--- config.mk ---
export PLATFORM = sky130hd
export DESIGN_NAME = sbc_mode_sequencer
export DESIGN_NICKNAME = d
export VERILOG_FILES = /design/src/sbc_mode_pkg.sv /design/src/wake_timer_if.sv /design/src/sbc_mode_sequencer.sv /design/src/wake_timer_gate.sv
export VERILOG_INCLUDE_DIRS = /design/src
export SDC_FILE = /design/constraint.sdc
export NUM_CORES = 1
export LEC_CHECK = 0
export ABC_AREA = 1
export BUFFER_PORTS_ARGS = -buffer_cell sky130_fd_sc_hd__buf_2
export CORE_ASPECT_RATIO = 1.75
export CORE_MARGIN = 4
export CORE_UTILIZATION = 59
export CTS_CLUSTER_SIZE = 28
export DETAILED_ROUTE_END_ITERATION = 10
export GPL_TIMING_DRIVEN = 0
export PLACE_DENSITY_LB_ADDON = 0.05
export SLEW_MARGIN = 40
export SYNTH_ARGS = -nofsm -noshare
export SYNTH_HDL_FRONTEND = slang
export SYNTH_SLANG_ARGS = --single-unit
--- constraint.sdc ---
create_clock -name sys_clk -period 3.3 [get_ports sys_clk]
set_clock_uncertainty 0.2 [all_clocks]
set_input_delay 0.66 -clock sys_clk [delete_from_list [all_inputs] [get_ports sys_clk]]
set_output_delay 0.66 -clock sys_clk [all_outputs]
set_load 0.05 [all_outputs]
--- src/sbc_mode_regs.svh ---
// Overview of operation
// - power-on reset starts in init mode
// - any valid serial command moves init to normal
// - no command: flag watchdog failure after 200ms
// - watchdog defaults to time-out mode after power-up
// - refuse sleep while any wake flag set
// - pending wake flags: restart then normal
// - cyclic timer wake sets sticky timer flag
// - test pin low at power-up: development mode
// - bus wake works without secondary supply output
`ifndef SBC_MODE_REGS_SVH
`define SBC_MODE_REGS_SVH
`define CLK_FREQ_HZ        25000000
`define LONG_OPEN_MS       200
`define LONG_OPEN_CYCLES   ((`CLK_FREQ_HZ / 1000) * `LONG_OPEN_MS)
`define RESTART_CYCLES     4
`define WAKE_FIRST_W       8
`define WAKE_SECOND_W      8
`define TIMER_WAKE_BIT     0
`define WD_MODE_RESET      1'b0
`endif

--- src/sbc_mode_pkg.sv ---
package sbc_mode_pkg;
	// operating modes of the sequencer
	typedef enum logic [2:0]
	{
		mode_init,
		mode_normal,
		mode_stop,
		mode_sleep,
		mode_restart
	} sbc_mode_t;
	// watchdog flavours
	typedef enum logic
	{
		wd_timeout,
		wd_window
	} wd_mode_t;
endpackage : sbc_mode_pkg

--- src/wake_timer_if.sv ---
`timescale 1ns/1ps
// timer wake event path between sequencer and timer block
interface wake_timer_if;
	logic [1:0] cyclic_en;  // per timer cyclic wake enable
	logic [1:0] expire;     // per timer expiry pulse
	logic       event_hit;  // any enabled cyclic expiry
	modport seq   (output cyclic_en, output expire, input event_hit);
	modport timer (input cyclic_en, input expire, output event_hit);
endinterface : wake_timer_if
--- src/sbc_mode_sequencer.sv ---
`timescale 1ns/1ps
`include "sbc_mode_regs.svh"
module sbc_mode_sequencer
#(
	parameter int LONG_OPEN_CYCLES = `LONG_OPEN_CYCLES
)
(
	input  wire logic                      sys_clk,
	input  wire logic                      rstn,
	input  wire logic                      cmd_valid,
	input  wire logic                      wd_trigger,
	input  wire logic                      wd_mode_wr,
	input  wire logic                      wd_mode_sel,
	input  wire logic                      por_flag_clr,
	input  wire logic                      stop_req,
	input  wire logic                      sleep_req,
	input  wire logic                      wake_event,
	input  wire logic [1:0]                timer_cyclic_en,
	input  wire logic [1:0]                timer_expire,
	input  wire logic                      timer_wake_clr,
	input  wire logic [`WAKE_FIRST_W-1:0]  wake_first_set,
	input  wire logic [`WAKE_FIRST_W-1:0]  wake_first_clr,
	input  wire logic [`WAKE_SECOND_W-1:0] wake_second_set,
	input  wire logic [`WAKE_SECOND_W-1:0] wake_second_clr,
	input  wire logic                      bus_wake_pin,
	input  wire logic                      test_pin_n,
	input  wire logic                      secondary_supply_en,
	output sbc_mode_pkg::sbc_mode_t        mode,
	output sbc_mode_pkg::wd_mode_t         wd_mode,
	output logic                           wd_fail,
	output logic                           por_flag,
	output logic                           dev_mode,
	output logic                           secondary_supply_output,
	output logic [`WAKE_FIRST_W-1:0]       wake_status_first,
	output logic [`WAKE_SECOND_W-1:0]      wake_status_second
);
	import sbc_mode_pkg::*;

	////////////////////////////////////////////////////////////////
	// pin synchronisers and timer wake gate
	////////////////////////////////////////////////////////////////
	logic [2:0] test_sync_r;  // test pin three-stage chain
	logic [2:0] bus_sync_r;   // bus wake three-stage chain
	logic       bus_wake;     // agreed bus wake level
	logic       test_low;     // agreed test pin low
	wake_timer_if wt ();
	assign wt.cyclic_en = timer_cyclic_en;
	assign wt.expire    = timer_expire;
	wake_timer_gate u_gate (.wt(wt));

	// shift pins in, stage one read only by stage two
	always_ff @(posedge sys_clk or negedge rstn)
	begin
		if (!rstn)
		begin
			bus_sync_r  <= 3'h0;
		end
		else
		begin
			bus_sync_r  <= {bus_sync_r[1:0], bus_wake_pin};
		end
	end
	// strap chain runs through reset, so the pin level is
	// settled in all three stages when the window samples it
	always_ff @(posedge sys_clk)
		test_sync_r <= {test_sync_r[1:0], test_pin_n};
	assign test_low = ~test_sync_r[1] & ~test_sync_r[2];
	assign bus_wake = bus_sync_r[1] & bus_sync_r[2];

	////////////////////////////////////////////////////////////////
	// mode sequencer and flags
	////////////////////////////////////////////////////////////////
	sbc_mode_t                  mode_r, mode_nxt;
	wd_mode_t                   wdm_r, wdm_nxt;
	logic [31:0]                cnt_r, cnt_nxt;     // long open count
	logic [2:0]                 rst_r, rst_nxt;     // restart dwell
	logic                       fail_r, fail_nxt;
	logic                       por_r, por_nxt;
	logic                       dev_r, dev_nxt;
	logic [1:0]                 pu_r, pu_nxt;       // power-up sample window
	logic                       ss_r, ss_nxt;
	logic [`WAKE_FIRST_W-1:0]   wf_r, wf_nxt;
	logic [`WAKE_SECOND_W-1:0]  ws_r, ws_nxt;
	logic                       any_wake;

	// wake flags pending in either status register
	assign any_wake = (|wf_r) | (|ws_r);

	// next state computation
	always_comb
	begin
		mode_nxt = mode_r;
		wdm_nxt  = wdm_r;
		cnt_nxt  = cnt_r;
		rst_nxt  = rst_r;
		fail_nxt = fail_r;
		por_nxt  = por_r;
		dev_nxt  = dev_r;
		pu_nxt   = pu_r;
		ss_nxt   = secondary_supply_en;
		wf_nxt = (wf_r & ~wake_first_clr) | wake_first_set;
		ws_nxt = (ws_r & ~wake_second_clr) | wake_second_set;
		if (timer_wake_clr)
			ws_nxt[`TIMER_WAKE_BIT] = 1'b0;
		if (wt.event_hit)
			ws_nxt[`TIMER_WAKE_BIT] = 1'b1;
		// clear by write, set wins at reset only
		if (por_flag_clr)
			por_nxt = 1'b0;
		if (pu_r != 2'h3)
		begin
			pu_nxt = pu_r + 2'h1;
			if (pu_r == 2'h2)
				dev_nxt = test_low;
		end
		if (wd_mode_wr)
			wdm_nxt = wd_mode_t'(wd_mode_sel);
		case (mode_r)
			mode_init:
			begin
				if (cmd_valid)
				begin
					mode_nxt = mode_normal;
					cnt_nxt  = 32'h0;
				end
				else if (cnt_r >= LONG_OPEN_CYCLES - 1)
					fail_nxt = 1'b1;
				else
					cnt_nxt = cnt_r + 32'h1;
			end
			mode_normal:
			begin
				if (wd_trigger)
					fail_nxt = 1'b0;
				if (sleep_req && any_wake)
				begin
					mode_nxt = mode_restart;
					rst_nxt  = 3'h0;
				end
				else if (sleep_req)
					mode_nxt = mode_sleep;
				else if (stop_req)
					mode_nxt = mode_stop;
			end
			mode_stop, mode_sleep:
			begin
				if (bus_wake || wake_event || any_wake)
				begin
					mode_nxt = mode_restart;
					rst_nxt  = 3'h0;
				end
			end
			mode_restart:
			begin
				if (rst_r == 3'(`RESTART_CYCLES - 1))
					mode_nxt = mode_normal;
				else
					rst_nxt = rst_r + 3'h1;
			end
			default: mode_nxt = mode_init;
		endcase
	end

	// register stage
	always_ff @(posedge sys_clk or negedge rstn)
	begin
		if (!rstn)
		begin
			mode_r <= mode_init;
			wdm_r  <= wd_timeout;
			cnt_r  <= 32'h0;
			rst_r  <= 3'h0;
			fail_r <= 1'b0;
			por_r  <= 1'b1;
			dev_r  <= 1'b0;
			pu_r   <= 2'h0;
			ss_r   <= 1'b0;
			wf_r   <= '0;
			ws_r   <= '0;
		end
		else
		begin
			mode_r <= mode_nxt;
			wdm_r  <= wdm_nxt;
			cnt_r  <= cnt_nxt;
			rst_r  <= rst_nxt;
			fail_r <= fail_nxt;
			por_r  <= por_nxt;
			dev_r  <= dev_nxt;
			pu_r   <= pu_nxt;
			ss_r   <= ss_nxt;
			wf_r   <= wf_nxt;
			ws_r   <= ws_nxt;
		end
	end

	assign mode                    = mode_r;
	assign wd_mode                 = wdm_r;
	assign wd_fail                 = fail_r;
	assign por_flag                = por_r;
	assign dev_mode                = dev_r;
	assign secondary_supply_output = ss_r;
	assign wake_status_first       = wf_r;
	assign wake_status_second      = ws_r;

	////////////////////////////////////////////////////////////////
	// assertions
	////////////////////////////////////////////////////////////////
	property p_init_exit;
		@(posedge sys_clk) disable iff (!rstn)
		(mode_r == mode_init && cmd_valid) |=> (mode_r == mode_normal);
	endproperty
	a_init_exit: assert property (p_init_exit)
		else $error("init did not leave on command");

	property p_no_sleep;
		@(posedge sys_clk) disable iff (!rstn)
		(mode_r == mode_normal && sleep_req && any_wake)
		|=> (mode_r == mode_restart);
	endproperty
	a_no_sleep: assert property (p_no_sleep)
		else $error("sleep entered with wake pending");

	property p_restart_out;
		@(posedge sys_clk) disable iff (!rstn)
		$rose(mode_r == mode_restart) |-> ##4 (mode_r == mode_normal);
	endproperty
	a_restart_out: assert property (p_restart_out)
		else $error("restart did not reach normal");

	property p_timer_flag;
		@(posedge sys_clk) disable iff (!rstn)
		wt.event_hit |=> ws_r[`TIMER_WAKE_BIT];
	endproperty
	a_timer_flag: assert property (p_timer_flag)
		else $error("timer wake flag not set");

	property p_timer_hold;
		@(posedge sys_clk) disable iff (!rstn)
		(ws_r[`TIMER_WAKE_BIT] && !timer_wake_clr
		 && !wake_second_clr[`TIMER_WAKE_BIT]) |=> ws_r[`TIMER_WAKE_BIT];
	endproperty
	a_timer_hold: assert property (p_timer_hold)
		else $error("timer wake flag dropped");

	property p_fail_init;
		@(posedge sys_clk) disable iff (!rstn)
		$rose(fail_r) |-> (mode_r == mode_init);
	endproperty
	a_fail_init: assert property (p_fail_init)
		else $error("watchdog failure outside init");

	property p_wd_mode;
		@(posedge sys_clk) disable iff (!rstn)
		$changed(wdm_r) |-> $past(wd_mode_wr);
	endproperty
	a_wd_mode: assert property (p_wd_mode)
		else $error("watchdog mode changed unasked");

	property p_por_hold;
		@(posedge sys_clk) disable iff (!rstn)
		$fell(por_r) |-> $past(por_flag_clr);
	endproperty
	a_por_hold: assert property (p_por_hold)
		else $error("power-on flag cleared without write");

	property p_dev_keep;
		@(posedge sys_clk) disable iff (!rstn)
		(pu_r == 2'h3) |=> $stable(dev_r);
	endproperty
	a_dev_keep: assert property (p_dev_keep)
		else $error("development mode changed after power-up");

	property p_first_mode;
		@(posedge sys_clk) disable iff (!rstn)
		(pu_r == 2'h0) |-> (mode_r == mode_init);
	endproperty
	a_first_mode: assert property (p_first_mode)
		else $error("did not start in init");

	c_init_exit: cover property (@(posedge sys_clk) disable iff (!rstn)
		mode_r == mode_init ##1 mode_r == mode_normal);
	c_refused: cover property (@(posedge sys_clk) disable iff (!rstn)
		mode_r == mode_normal && sleep_req && any_wake);
	c_sleep: cover property (@(posedge sys_clk) disable iff (!rstn)
		mode_r == mode_sleep);
endmodule : sbc_mode_sequencer

--- src/wake_timer_gate.sv ---
`timescale 1ns/1ps
module wake_timer_gate
(
	wake_timer_if.timer wt
);
	logic [1:0] hit;  // per timer qualified expiry
	genvar g;
	// qualify each timer with its cyclic mode
	generate
		for (g = 0; g < 2; g++)
		begin : g_tim
			assign hit[g] = wt.expire[g] & wt.cyclic_en[g];
		end
	endgenerate
	assign wt.event_hit = |hit;
endmodule : wake_timer_gate

==> results_dict.tcl <==
set metrics [dict create \
    finalHoldViolCount 0 \
    io_pins 74 \
    fmax_mhz 504 \
    post_cts_buffers 0 \
    worstPathMaxFanout 2 \
    cts_htree_levels 3 \
    vias 3002 \
    syn_inst 425 \
    yosysWarnings 0 \
    slowest_stage "dfstp_2" \
    startpoint_type "flop" \
    hold_buffers 0 \
    outcome "complete, no violations" \
    ys_dominant_reg_cell "dfrtp_1" \
    ant_nets 0 \
    critPathTopFamily "flip-flops" \
    cts_num_sinks 67 \
    path_cells "buf_2" \
    syn_avg_cell_area_sq_um 8.05 \
    p_sw_w 0.000839 \
    totalPowerFinal_w 0.00230 \
    rsz0062_at_grt "no" \
    grt_util_all_layers_pct 25.0 \
    gp_congestion 0.885 \
    p_seq_share_pct 40.4 \
    ys_seq_area_share_pct 48.6 \
    ir_worst_vdd_uv 433 \
    cts_max_path_buffers 2 \
    final_nets 564 \
    cts_tree "yes" \
    wl_mm 7.76 \
    critical_path_required_ns 2.44 \
    syn2layout_area_growth_pct 19.5 \
    path_buf_inv 1 \
    grt_pass1_wl_mm 13.7 \
    dieWidth_microns 65.6 \
    initial_core_util_pct 61.2 \
    antenna_found_initial 0 \
    maxSlewHeadroom_pct 64.5 \
    ys_top_cells_by_area "dfrtp_1 46%, nand2_1 13%, inv_1 6.0%" \
    viasPerCell 5.09 \
    leakagePower_nw 2.15 \
    synth_seq_cells 67 \
    layout_worst_path_cycle_share_pct 60.1 \
    arrival_ns 1.12 \
    pwr-share-clk_pct 29.0 \
    place_hpwl_mm 5.95 \
    post_drt_wl_per_cell_microns 13.2 \
    p_sw_share_pct 36.5 \
    yosysUniqueCellTypes 37 \
    min-delay-path-class "in2async" \
    maxCapViolCount 0 \
    crit_start "por_flag" \
    cts_root_buffer "clkbuf_8" \
    coreArea_sq_um 5590 \
    syn-num-nets 480 \
    worstReg2RegStart "cnt_r[0]" \
    cts_made_buffers 9 \
    grt_overflow 0 \
    cts_resized 0 \
    dr.pass1.iters 4 \
    drive_gt1_share_pct 23.7 \
    tns_ns 0 \
    die_h_microns 109 \
    async_flop_share_pct 95.5 \
    worst_slew_pin_slew_ns 0.533 \
    p_int_w 0.00146 \
    rows 36 \
    yosys.area.top_type_share_pct 46.1 \
    antennaDiodeCount 0 \
    setup_viol 0 \
    worst-setup-path-type "reg2out" \
    synth_edf_count 0 \
    yosys.area.top_type "dfrtp_1" \
    io_buffer_count 72 \
    syn_area_sq_um 3420 \
    die_area_sq_um 7130 \
    insertion_delay_ns 0.34 \
    drt_first_iter_violations 239 \
    finalCriticalPeriod_ns 1.98 \
    slowest_delay_ns 0.53 \
    clkTransAtPathRegs_ns 0.07 \
    end_kind "output pin" \
    yosys-top-cells-count "117 x nand2_1, 63 x dfrtp_1, 55 x inv_1" \
    grt_pass1_vias 3163 \
    drc 0 \
    power_density_nw_per_um2 563 \
    synth.most_common_cell "nand2_1" \
    maxSlewViolCount 0 \
    pwr-share-comb_pct 30.6 \
    grt_max_degree 41 \
]
==> cell usage in the layout, fill, tap and decap left out, types with 2 or more instances in the layout <==
cell / netlist / routed
nand2_1: 117 / 117
buf_2: 1 / 72
dfrtp_1: 63 / 63
inv_1: 55 / 55
nor2_1: 51 / 51
nand3_1: 37 / 37
o21bai_1: 16 / 16
nor2_2: 10 / 10
clkbuf_8: 0 / 10
nand4_1: 6 / 6
nand2_2: 5 / 5
nor2_4: 5 / 5
nor3_1: 5 / 5
clkbuf_1: 2 / 5
xnor2_1: 5 / 5
o21ai_0: 5 / 5
ha_1: 5 / 5
a21oi_1: 4 / 4
xor2_1: 4 / 4
buf_6: 3 / 3
buf_4: 2 / 3
dfxtp_1: 3 / 3
o21ai_1: 2 / 2
inv_2: 2 / 2
a211oi_1: 2 / 2
mux2_2: 2 / 2
or2_2: 2 / 2
clkinv_2: 0 / 2
==> registers in the layout, indices dropped and copies added, names as in the netlist <==
register	flops
cnt_r	32
wake_status_first	8
wake_status_second	8
bus_sync_r	3
mode	3
rst_r	3
test_sync_r	3
pu_r	2
dev_mode	1
por_flag	1
secondary_supply_output	1
wd_fail	1
wd_mode	1
==> final timing paths <==
check	cells after the start	slack [ns]	endpoint
worst max-delay path	1	1.32	por_flag
worst min-delay path	1	0.02	cnt_r[30]
worst max register to register	11	1.38	cnt_r[15]
worst min register to register	0	0.14	test_sync_r[1]
max in group asynchronous	2	2.30	por_flag
min in group sys_clk	0	0.14	test_sync_r[1]
==> per-layer routing <==
layer / up-vias / share of wire [%] / global-route usage (%)
met4: 0 / 2.2 / 9.20
met2: 83 / 55 / 46.8
met3: 17 / 5.3 / 6.39
li1: 1496 / - / -
met1: 1406 / 37 / 26.1
met5: - / 0 / 0
==> area by class of cell <==
| cell class | count | area (sq um) |
|---|---|---|
| clock inverter | 3 | 40.0 |
| clock buffer | 13 | 149 |
| multi-input combinational | 293 | 1480 |
| buffer | 8 | 61.3 |
| inverter | 57 | 214 |
| fill | 483 | 1500 |
| sequential | 67 | 1660 |
| tap | 76 | 95.1 |
| timing repair buffer | 73 | 383 |
==> power groups by stage <==
stage                     Sequential (W)  Combinational (W)  Clock, W
after floorplan                  0.00105           0.000398         0
after global placement          0.000943           0.000697         0
after detailed placement        0.000946           0.000711         0
after CTS                       0.000930           0.000713  0.000687
after global routing            0.000940           0.000774  0.000722
final                           0.000930           0.000703  0.000666
==> cell families (layout without fill, tap and decap cells) <==
logic type | after synthesis | in the layout | synth area share, %
XOR/XNOR | 9 | 9 | 2.30
buffers and inverters | 65 | 154 | 8.05
multiplexers | 2 | 2 | 0.658
AND/OR/NAND/NOR | 244 | 244 | 32.2
flip-flops | 67 | 67 | 48.6
AO/OA/AOI/OAI | 33 | 33 | 6.36
adder cells (fa/ha/maj) | 5 | 5 | 1.83
==> metrics by stage <==
stage          cell area, sq um  util, %  hold WS [ns]  worst slack [ns]  std cells
2_1_floorplan              3420        -         0.110              1.45        425
3_3_place_gp               3880     69.4         0.132              1.14        573
3_5_place_dp               3900     69.8         0.127              1.28        574
4_1_cts                    4090     73.2        0.0157              1.29        590
5_1_grt                    4090     73.2        0.0181              1.19        590
6_report                   4090     73.2        0.0152              1.32        590
Note: power is estimated with default switching activity, not from simulation.
